$ cat src/hdl/eipc_params.svh
/*
  Constants for the external request pin conditioning block.
  Assumes a single 50 MHz clock and an APB slave with 32-bit data.
  How it works, in short:
*/
// How it works
// - Edge mode: only falling pin edges raise a request; steady low ignored.
// - Level mode: a low pin level requests while it lasts.
// - Edge request stays pending until reset, service or level-mode select; pin rising does not clear.
// - Normal/emulation modes: edge-select readable, only first write after reset.
// - Special modes: edge-select freely readable and writable.
// - Connect bit, freely accessible, couples the pin in; clear isolates it.
`ifndef EIPC_PARAMS_SVH
`define EIPC_PARAMS_SVH
`define EIPC_CTRL_ADDR 12'h000
`define EIPC_STAT_ADDR 12'h004
`define EIPC_EDGE_BIT 7
`define EIPC_CONN_BIT 6
`define EIPC_PEND_BIT 0
`define EIPC_LVL_BIT 1
`define EIPC_EDGE_RST 1'b0
`define EIPC_CONN_RST 1'b1
`endif

$ cat src/hdl/eipc_pkg.sv
/*
  Types for the external request pin conditioning block.
  Assumes nothing beyond a SystemVerilog compiler.
*/
package eipc_pkg;
  typedef struct packed {
    logic edge_sel;
    logic connect;
    logic locked;
  } eipc_ctrl_s;
endpackage

$ cat src/hdl/eipc_irq_pin.sv
/*
  External request pin conditioning with its APB control byte.
  Assumes the pin is asynchronous and service comes from the interrupt logic.
*/
// Implementation choices: the APB interface to the registers and the address map.
`include "eipc_params.svh"
module eipc_irq_pin (
  input wire logic core_clk_in,
  input wire logic reset_in,
  input wire logic [11:0] paddr_in,
  input wire logic psel_in,
  input wire logic penable_in,
  input wire logic pwrite_in,
  input wire logic [31:0] pwdata_in,
  input wire logic [3:0] pstrb_in,
  output logic [31:0] prdata_out,
  output logic pready_out,
  output logic pslverr_out,
  input wire logic irq_pin_in,
  input wire logic special_mode_in,
  input wire logic irq_service_in,
  output logic irq_request_out
);
  // Pin synchroniser and filtered level
  logic [2:0] sync;
  logic [2:0] next_sync;
  logic pin_stable;
  logic next_pin_stable;
  // Control byte, edge request and outgoing request
  eipc_pkg::eipc_ctrl_s ctrl;
  eipc_pkg::eipc_ctrl_s next_ctrl;
  logic pending;
  logic next_pending;
  logic req;
  logic next_req;
  // Bus response registers
  logic [31:0] rdata;
  logic [31:0] next_rdata;
  logic ready;
  logic next_ready;
  logic err;
  logic next_err;
  // Decoded bus strobes and pin event
  logic acc;
  logic sel_ctrl;
  logic sel_stat;
  logic wr_ctrl;
  logic fall;

  // Pin synchroniser; only stage 2 and 3 agreeing counts as a change
  always_comb begin
    next_sync = {sync[1:0], irq_pin_in};
    next_pin_stable = pin_stable;
    if (sync[1] == sync[2]) begin
      next_pin_stable = sync[2];
    end
  end

  always_ff @(posedge core_clk_in) begin
    if (reset_in) begin
      sync <= 3'h7;
      pin_stable <= 1'b1;
    end else begin
      sync <= next_sync;
      pin_stable <= next_pin_stable;
    end
  end

  // Access phase of APB; answers in the second access cycle
  // Registered ready masks the second access cycle, so a held request
  // is taken once only
  assign acc = psel_in & penable_in & ~ready;

  // Address decode; anything else is unmapped and answers with an error
  always_comb begin
    sel_ctrl = 1'b0;
    sel_stat = 1'b0;
    if (paddr_in == `EIPC_CTRL_ADDR) begin
      sel_ctrl = 1'b1;
    end else if (paddr_in == `EIPC_STAT_ADDR) begin
      sel_stat = 1'b1;
    end
  end

  // Only byte lane 0 carries the control byte
  assign wr_ctrl = acc & pwrite_in & pstrb_in[0] & sel_ctrl;
  // Falling edge of filtered pin, gated by the connect bit
  assign fall = pin_stable & ~next_pin_stable & ctrl.connect;

  // Control byte; edge-select locks after the first normal-mode write
  always_comb begin
    next_ctrl = ctrl;
    if (wr_ctrl) begin
      next_ctrl.connect = pwdata_in[`EIPC_CONN_BIT];
      if (special_mode_in) begin
        next_ctrl.edge_sel = pwdata_in[`EIPC_EDGE_BIT];
      end else if (!ctrl.locked) begin
        next_ctrl.edge_sel = pwdata_in[`EIPC_EDGE_BIT];
        next_ctrl.locked = 1'b1;
      end
    end
  end

  // Lock only clears on reset; software has no way to reopen it
  always_ff @(posedge core_clk_in) begin
    if (reset_in) begin
      ctrl.edge_sel <= `EIPC_EDGE_RST;
      ctrl.connect <= `EIPC_CONN_RST;
      ctrl.locked <= 1'b0;
    end else begin
      ctrl <= next_ctrl;
    end
  end

  // Edge request latch; service clears, a fresh edge in that cycle wins
  // Level mode drops the latch so a later switch starts clean
  always_comb begin
    next_pending = pending;
    if (irq_service_in || !ctrl.edge_sel) begin
      next_pending = 1'b0;
    end
    if (fall && ctrl.edge_sel) begin
      next_pending = 1'b1;
    end
  end

  always_ff @(posedge core_clk_in) begin
    if (reset_in) begin
      pending <= 1'b0;
    end else begin
      pending <= next_pending;
    end
  end

  // Outgoing request; level mode follows the filtered pin while connected
  always_comb begin
    if (ctrl.edge_sel) begin
      next_req = next_pending;
    end else begin
      next_req = ctrl.connect & ~next_pin_stable;
    end
  end

  // Registered so the interrupt logic never sees a decode glitch
  always_ff @(posedge core_clk_in) begin
    if (reset_in) begin
      req <= 1'b0;
    end else begin
      req <= next_req;
    end
  end

  // Response: one wait state, error for unmapped or read-only targets
  // No error for a refused edge-select write; software reads back instead
  always_comb begin
    next_ready = acc;
    next_err = 1'b0;
    if (acc) begin
      if (sel_stat && pwrite_in) begin
        next_err = 1'b1; // Status is read-only
      end else if (!sel_ctrl && !sel_stat) begin
        next_err = 1'b1;
      end
    end
  end

  always_ff @(posedge core_clk_in) begin
    if (reset_in) begin
      ready <= 1'b0;
      err <= 1'b0;
    end else begin
      ready <= next_ready;
      err <= next_err;
    end
  end

  // Read mux; reserved and unused bits read as zero
  always_comb begin
    next_rdata = 32'h0000_0000;
    if (acc && !pwrite_in) begin
      if (sel_ctrl) begin
        next_rdata[`EIPC_EDGE_BIT] = ctrl.edge_sel;
        next_rdata[`EIPC_CONN_BIT] = ctrl.connect;
      end else if (sel_stat) begin
        next_rdata[`EIPC_PEND_BIT] = pending;
        next_rdata[`EIPC_LVL_BIT] = pin_stable;
      end
    end
  end

  // Data stands for the ready cycle only, zero otherwise
  always_ff @(posedge core_clk_in) begin
    if (reset_in) begin
      rdata <= 32'h0000_0000;
    end else begin
      rdata <= next_rdata;
    end
  end

  // Every output straight from its flip-flop
  assign prdata_out = rdata;
  assign pready_out = ready;
  assign pslverr_out = err;
  assign irq_request_out = req;
endmodule

$ cat config.mk
export PLATFORM = sky130hd
export DESIGN_NAME = eipc_irq_pin
export DESIGN_NICKNAME = d
export VERILOG_FILES = /design/src/hdl/eipc_pkg.sv /design/src/hdl/eipc_irq_pin.sv
export VERILOG_INCLUDE_DIRS = /design/src /design/src/hdl
export SDC_FILE = /design/constraint.sdc
export NUM_CORES = 1
export LEC_CHECK = 0
export ABC_CLOCK_PERIOD_IN_PS = 1700
export BUFFER_PORTS_ARGS = -buffer_cell sky130_fd_sc_hd__buf_2
export CORE_AREA = 3 3 53 55
export CTS_CLUSTER_SIZE = 25
export DETAILED_ROUTE_END_ITERATION = 6
export DIE_AREA = 0 0 56 58
export GPL_TIMING_DRIVEN = 0
export MAX_ROUTING_LAYER = met4
export PLACE_DENSITY = 0.78
export SLEW_MARGIN = 10
export SYNTH_ARGS = -nofsm -noshare
export SYNTH_HDL_FRONTEND = slang
export SYNTH_SLANG_ARGS = --single-unit
$ cat constraint.sdc
create_clock -name core_clk_in -period 1.7 [get_ports core_clk_in]
set_clock_uncertainty 0.05 [all_clocks]
set_input_delay 0.34 -clock core_clk_in [delete_from_list [all_inputs] [get_ports core_clk_in]]
set_output_delay 0.34 -clock core_clk_in [all_outputs]
set_load 0.005 [all_outputs]
== Word-level counts from Yosys, hierarchy flattened ==
Index checks and enable logic that the tools add are counted.
W data, S select, Z words.
Word-level totals
  flip-flop bits (word level): 43
  latch bits: 0
  RAM bits: 0
  memory bits (read-only): 0
  output and inout bits: 35
  memories kept: 0
Operators by class
  add/subtract/negate cells: 0
  multiply operators: 0
  divide/modulo/power cells: 0
  $lt $le $gt $ge: 0
  equality and inequality tests: 3
  shift operators: 0
  multiplexer cells: 11
  bitwise gates (word level): 15
  reduce and logical (&&, ||, !) cells: 15
Operator list (count)
  $eq A12 B3 Y1 const B: 1
  $logic_not A12 Y1: 1
  $mux W1: 11
  $and A1 B1 Y1: 8
  $not A1 Y1: 7
  $logic_and A1 B1 Y1: 4
  $logic_not A1 Y1: 4
  $reduce_and A2 Y1: 2
  $reduce_or A4 Y1: 1
  $reduce_or A3 Y1: 1
  $ne A2 B2 Y1 const B: 1
  $reduce_or A2 Y1: 1
  $eq A1 B1 Y1: 1
  $logic_or A1 B1 Y1: 1

== Depth between registers and ports, before layout ==
Gate-level depths: netlist (run 1).
  depth after elaboration: 8
  depth in mapped cells: 5

== Least setup slack after synthesis (run 1) ==
OpenSTA, ideal clock, no wires.
  kind: in2reg
  start point: input paddr_in[5]
  end point: register ctrl[1] (netlist bit)
  library setup time: 122 ps
  arrival: 1252 ps
  required time: 1528 ps
  path slack: 276 ps
  cell stages on the path: 5
  buffers on the path: 1
  cells stage by stage: nor4_2 and3_1 buf_6 a21oi_2 a311o_1
On the way
  cells in the longest elaborated chain, start to end: 3
Ends and longest elaborated chain
  start: declaration: RTL line eipc_irq_pin.sv:10  | input wire logic [11:0] paddr_in,
  $logic_not A12 Y1 (no source line)
  $mux W1: RTL line eipc_irq_pin.sv:78  | if (paddr_in == `EIPC_CTRL_ADDR) begin
  $and A1 B1 Y1: RTL line eipc_irq_pin.sv:86  | assign wr_ctrl = acc & pwrite_in & pstrb_in[0] & sel_ctrl;
  end signal: assignment: RTL line eipc_irq_pin.sv:111  | ctrl <= next_ctrl;
  end: declaration: RTL line eipc_irq_pin.sv:30  | eipc_pkg::eipc_ctrl_s ctrl;
Every way passes these cells.
A chain may end at the register's enable or synchronous reset.

== Worst setup path in the final report (run 1) ==
  start point: register ready, in the netlist pready_out
  end point: register ctrl[1] (netlist bit)
On the way
  cells in the longest elaborated chain, start to end: 5
Ends and longest elaborated chain
  start: declaration: RTL line eipc_irq_pin.sv:39  | logic ready;
  start signal: assignment: RTL line eipc_irq_pin.sv:172  | ready <= next_ready;
  $not A1 Y1: RTL line eipc_irq_pin.sv:72  | assign acc = psel_in & penable_in & ~ready;
  $and A1 B1 Y1: RTL line eipc_irq_pin.sv:72
  $and A1 B1 Y1 (3 in series): RTL line eipc_irq_pin.sv:86
Every way passes these cells.

==> impl_metrics.py, run 1 <==
metrics = {
    "yosys": {
        "yosysUniqueCellTypes": 26,
        "synth_top_cell_by_area": "dfxtp_1",
        "synthTopCellsByCount": "buf_4 (28), dfxtp_1 (15), inv_1 (5)",
        "synth-async-reset-ratio": 0,
        "synth_top_area_share": 0.380,
        "ys_ff_latch": 15,
        "ys_warn_count": 0,
        "ys_seq_area_frac": 0.380,
        "yosysMostFrequentCell": "buf_4",
        "synth_area_leaders": "dfxtp_1 (38%), buf_4 (27%), nor4_2 (3.2%), a21oi_1 (2.5%), and3_1 (2.4%)",
        "postSynthCellCount": 85,
        "syn_area_per_cell_sq_um": 9.29,
        "synth_ff_type": "dfxtp_1",
        "syn-cell-area_sq_um": 790,
        "synth_edf_count": 0,
    },
    "global_routing": {
        "grt_start_max_net_pins": 10,
        "gr-total-overflow": 0,
        "grt_pass1_wl_um": 2680,
        "grt_use_total": 0.110,
        "grt_pass1_vias": 669,
        "antenna_found_initial": 0,
    },
    "clocking": {
        "cts_hold_buf": 0,
        "root_buffer": "clkbuf_4",
        "clk_pin_slew_worst_paths_ns": 0.09,
        "cts_tree": "yes",
        "numClockSinks": 15,
        "htree_levels": 1,
        "cts_resized": 0,
        "cts_setup_buffers": 0,
        "cts_buffer_depth": 2,
        "cts_buffers": 3,
        "clock_latency_ns": 0.29,
    },
    "drt": {
        "vias": 690,
        "first_iter_violations": 16,
        "routedWlPerCell_um": 9.21,
        "postRouteAntennaNets": 0,
        "first_pass_iters": 4,
        "drt_wl_total_um": 1610,
        "via_per_inst": 3.94,
        "drcViolationCount": 0,
    },
    "worst_setup_path": {
        "cp-end-kind": "register",
        "worst-endpoint-arrival_ns": 1.59,
        "r2r-start": "pready_out",
        "startpoint_type": "register",
        "worstPathMaxFanout": 3,
        "r2r_cells": 4,
        "rrSetupSlack_ns": 0.25,
        "cp.required_ns": 1.84,
        "critical_path_class": "register to register",
        "reg2reg_to": "ctrl[1]",
    },
    "power": {
        "power.density_mw_per_mm2": 615,
        "p_leak_nw": 0.617,
        "p_total_mw": 0.677,
        "ir_drop_v": 0.000331,
    },
    "min_path": {
        "holdPathStages": 2,
        "hold_end": "sync[0]",
        "hold_class": "input port to register",
        "worstHoldStart": "irq_pin_in",
    },
    "cells_and_area": {
        "drive_above_1_share": 0.497,
        "final_net_count": 202,
        "multi_input_area_sq_um": 350,
        "fin_util": 0.453,
        "seqCellArea_sq_um": 300,
        "syn_to_final_growth_pct": 39.5,
        "antenna_cells": 0,
        "nFillCells": 247,
    },
    "job": {
        "maxCapViolations": 0,
    },
    "sta": {
        "min_period_ns": 1.45,
        "finalHoldViolCount": 0,
        "setup_tns_ns": 0,
        "final-max-slew-violation-count": 0,
        "rsz0062_at_grt": "no",
        "fin_crit_sh": 0.854,
        "hold_ws_ns": 0.176,
        "fmax_mhz": 689,
        "finalSetupViolCount": 0,
    },
    "floorplan": {
        "fp.dieH_um": 58,
        "rows": 18,
        "dieArea_sq_mm": 0.00325,
        "die_x_um": 56,
        "core_sq_mm": 0.00243,
        "ioPinCount": 91,
        "initial_core_util": 0.325,
    },
    "place": {
        "portBuffers": 29,
        "dp_hpwl_um": 1410,
        "finalWeightedCongestion": 0.779,
    },
    "status": {
        "outcome": "finished clean",
    },
}
-- cell families after synthesis --
kind of cell / share of synthesized area
AOI/OAI and AO/OA: 0.106
buffers and inverters: 0.304
DFF: 0.380
other: 0.00475
and+or+nand+nor: 0.204
-- stage by stage --
step	cells	area [sq um]	worst slack, ns
floorplan	112	891	0.276
global route	175	1100	0.123
global placement	171	1070	0.135
finish	175	1100	0.248
detailed placement	171	1070	0.0962
CTS	175	1100	0.241
-- cell type report --
| cell class | count | area share |
|---|---|---|
| multi-input cells | 63 | 0.318 |
| flip-flops and latches | 15 | 0.273 |
| plain buffers | 29 | 0.201 |
| repair buffers | 29 | 0.132 |
| well taps | 30 | 0.0341 |
| clock buffers | 3 | 0.0205 |
| inverters | 5 | 0.0170 |
| clock inverters | 1 | 0.00455 |
-- worst max-delay path by stage --
stage               cells after the start        start      end  slack, ns
global placement                        6  paddr_in[1]  ctrl[1]       0.14
global route                            4   pready_out  ctrl[1]       0.12
finish                                  4   pready_out  ctrl[1]       0.25
floorplan                               5  paddr_in[5]  ctrl[1]       0.28
CTS                                     4   pready_out  ctrl[1]       0.24
detailed placement                      6  paddr_in[1]  ctrl[1]        0.1
-- sequential cells by signal (all words and copies together) (netlist names) --
register         count
ctrl                 3
pin_stable           1
irq_request_out      1
pending              1
prdata_out           4
pslverr_out          1
pready_out           1
sync                 3
-- where the power goes --
part,internal [mW],total (mW),switching [mW]
Combinational,0.0661,0.113,0.0466
Clock,0.0876,0.206,0.119
Sequential,0.356,0.358,0.00206
Total,0.510,0.677,0.167
-- layout by cell type, fill, tap and decap left out --
cell type	synthesis	layout
a2111oi_2	1	1
nor4_2	2	2
a41o_1	1	1
clkbuf_4	0	3
a21oi_2	1	1
or3_4	1	1
a21oi_1	4	4
nor3_1	3	3
o21ai_0	1	1
nand2b_1	1	1
nand3_1	1	1
buf_6	1	1
nand2_1	3	3
and3_1	3	3
o32ai_1	1	1
buf_2	0	29
nor4b_1	1	1
buf_4	28	28
nor3_2	1	1
nand3b_1	1	1
dfxtp_1	15	15
conb_1	1	28
a31oi_1	1	1
a311o_1	1	1
nor3b_2	1	1
nor2_1	3	3
or2_2	3	3
clkinv_2	0	1
inv_1	5	5
-- critical path, cell delays in order (launching register included) --
cell      delay, ns
dfxtp_1        0.32
nand3b_1       0.21
nor3_1         0.37
a21oi_2        0.10
a311o_1        0.31
-- per-layer routing --
metal	up-vias	track usage	share of wire	wire length, um
li1	352	-	-	-
met1	302	0.0995	0.33	538
met2	31	0.210	0.56	908
met3	5	0.0267	0.079	128
met4	0	0.0610	0.023	37
met5	-	-	0	0
Note: power is estimated with default switching activity, not from simulation.
==> run 2: changes to the inputs <==
--- a/config.mk
+++ b/config.mk
@@ -6,16 +6,16 @@
 export SDC_FILE = /design/constraint.sdc
 export NUM_CORES = 1
 export LEC_CHECK = 0
+export ABC_AREA = 1
 export ABC_CLOCK_PERIOD_IN_PS = 1700
 export BUFFER_PORTS_ARGS = -buffer_cell sky130_fd_sc_hd__buf_2
-export CORE_AREA = 3 3 53 55
+export CORE_AREA = 3 3 54 56
 export CTS_CLUSTER_SIZE = 25
 export DETAILED_ROUTE_END_ITERATION = 6
-export DIE_AREA = 0 0 56 58
+export DIE_AREA = 0 0 57 59
 export GPL_TIMING_DRIVEN = 0
 export MAX_ROUTING_LAYER = met4
-export PLACE_DENSITY = 0.78
-export SLEW_MARGIN = 10
+export PLACE_DENSITY = 0.76
 export SYNTH_ARGS = -nofsm -noshare
 export SYNTH_HDL_FRONTEND = slang
 export SYNTH_SLANG_ARGS = --single-unit
==> impl_metrics.py, run 2 <==
metrics = {
    "clocking": {
        "clk_pin_slew_worst_paths_ns": 0.09,
        "clock_latency_ns": 0.28,
        "root_buffer": "clkbuf_4",
        "cts_buffers": 3,
        "numClockSinks": 15,
        "cts_buffer_depth": 2,
        "cts_setup_buffers": 0,
        "cts_tree": "yes",
        "cts_resized": 0,
        "cts_hold_buf": 0,
        "htree_levels": 1,
    },
    "worst_setup_path": {
        "critical-path-max-stage-delay_ns": 0.34,
        "cp.required_ns": 1.31,
        "cp_top_family": "flip-flops",
        "startpoint_type": "register",
        "critical_path_class": "register to output port",
        "cpMaxStageDelayCell": "dfxtp_1",
        "cp-end-kind": "output port",
        "worstPathMaxFanout": 2,
        "worst-endpoint-arrival_ns": 0.73,
        "cp_cell_sequence": "buf_2",
        "cp.buffers_inverters": 1,
    },
    "yosys": {
        "ys_seq_area_frac": 0.367,
        "postSynthCellCount": 104,
        "synth_top_area_share": 0.367,
        "syn-cell-area_sq_um": 818,
        "synth_edf_count": 0,
        "synth_top_cell_by_area": "dfxtp_1",
        "synth_ff_type": "dfxtp_1",
        "yosysMostFrequentCell": "buf_4",
        "synth-async-reset-ratio": 0,
        "synth_area_leaders": "dfxtp_1 (37%), buf_4 (26%), inv_1 (6.4%), nand2_1 (5.5%), nor2_1 (4.1%)",
        "ys_warn_count": 0,
        "syn_area_per_cell_sq_um": 7.87,
        "yosysUniqueCellTypes": 19,
        "ys_ff_latch": 15,
        "synthTopCellsByCount": "buf_4 (28), dfxtp_1 (15), inv_1 (14)",
    },
    "job": {
        "maxCapViolations": 0,
    },
    "power": {
        "power.density_mw_per_mm2": 601,
        "p_leak_nw": 0.655,
        "ir_drop_v": 0.000320,
    },
    "floorplan": {
        "core_sq_mm": 0.00248,
        "rows": 18,
        "dieArea_sq_mm": 0.00336,
        "ioPinCount": 91,
        "initial_core_util": 0.330,
        "die_x_um": 57,
        "fp.dieH_um": 59,
    },
    "drt": {
        "vias": 698,
        "postRouteAntennaNets": 0,
        "drt_wl_total_um": 1500,
        "first_iter_violations": 9,
        "first_pass_iters": 2,
        "via_per_inst": 3.60,
        "routedWlPerCell_um": 7.74,
        "drcViolationCount": 0,
    },
    "sta": {
        "finalHoldViolCount": 0,
        "fmax_mhz": 891,
        "fin_crit_sh": 0.660,
        "rsz0062_at_grt": "no",
        "setup_tns_ns": 0,
        "finalSetupViolCount": 0,
        "min_period_ns": 1.12,
        "final-max-slew-violation-count": 0,
    },
    "cells_and_area": {
        "drive_above_1_share": 0.421,
        "design_area_sq_mm": 0.00113,
        "fin_util": 0.456,
        "fin_cells": 194,
        "antenna_cells": 0,
        "largest_reg_flops": 4,
        "layout.cells.most_common": "buf_2",
        "syn_to_final_growth_pct": 37.9,
        "mostFrequentLayoutCells": "buf_2 (29), buf_4 (28), conb_1 (28)",
        "final_net_count": 221,
    },
    "global_routing": {
        "grt_pass1_vias": 574,
        "grt_use_total": 0.0905,
        "grt_pass1_wl_um": 2330,
        "grt_start_max_net_pins": 9,
        "gr-total-overflow": 0,
        "antenna_found_initial": 0,
    },
    "min_path": {
        "hold_class": "input port to register",
    },
    "place": {
        "placed_cells": 190,
        "dp_hpwl_um": 1340,
        "portBuffers": 29,
        "finalWeightedCongestion": 0.747,
        "dpl_cell_area_sq_mm": 0.00110,
    },
    "status": {
        "outcome": "finished clean",
    },
}
[run 2: changes by cell type after synthesis, sizes merged, moves of 3 or more]
cell,previous run,this run
and3,3,0
inv,5,14
a21oi,5,2
nand4,0,4
nand2,3,13
nand3,1,5
nor3,4,0
nor2,3,12
[run 2: layout make-up]
class | instances | area, sq um
multi-input combinational | 74 | 357
fill | 267 | 1350
tap | 30 | 37.5
sequential | 15 | 300
buffer | 28 | 210
timing repair buffer | 29 | 145
inverter | 14 | 52.6
clock buffer | 4 | 26.3
[run 2: final timing paths]
kind | from | slack [ns] | end | depth (start not counted)
max reg2reg | pready_out | 0.62 | ctrl[2] | 6
max | pready_out | 0.58 | pready_out | 1
min reg2reg | sync[0] | 0.37 | sync[1] | 1
min | irq_pin_in | 0.19 | sync[0] | 2
[run 2: cells by family (layout without fill, tap and decap cells)]
family / count (synthesis) / after routing / synth area share
AO/OA/AOI/OAI: 7 / 7 / 0.0489
buffers and inverters: 42 / 75 / 0.321
flip-flops: 15 / 15 / 0.367
other: 1 / 28 / 0.00458
AND/OR/NAND/NOR: 39 / 39 / 0.258
[run 2: power breakdown]
group	internal, mW	total [mW]	leakage, nW	switching, mW
combinational	0.0677	0.116	0.519	0.0483
sequential	0.356	0.357	0.122	0.00140
clock	0.0910	0.205	0.0150	0.114
[run 2: per-layer routing]
metal | up-vias | routed length (um) | GRT usage
met5 | - | 0 | -
met4 | 0 | 0 | 0.0397
met3 | 0 | 127 | 0.0261
met2 | 27 | 772 | 0.147
met1 | 282 | 603 | 0.104
li1 | 389 | - | -
[run 2: stage by stage]
step                hold slack [ns]  setup slack (ns)  total power [mW]
finish                        0.187             0.578             0.678
global route                  0.183             0.500             0.717
global placement              0.342             0.441             0.478
floorplan                     0.339             0.612             0.446
detailed placement            0.349             0.442             0.479
CTS                           0.183             0.564             0.678
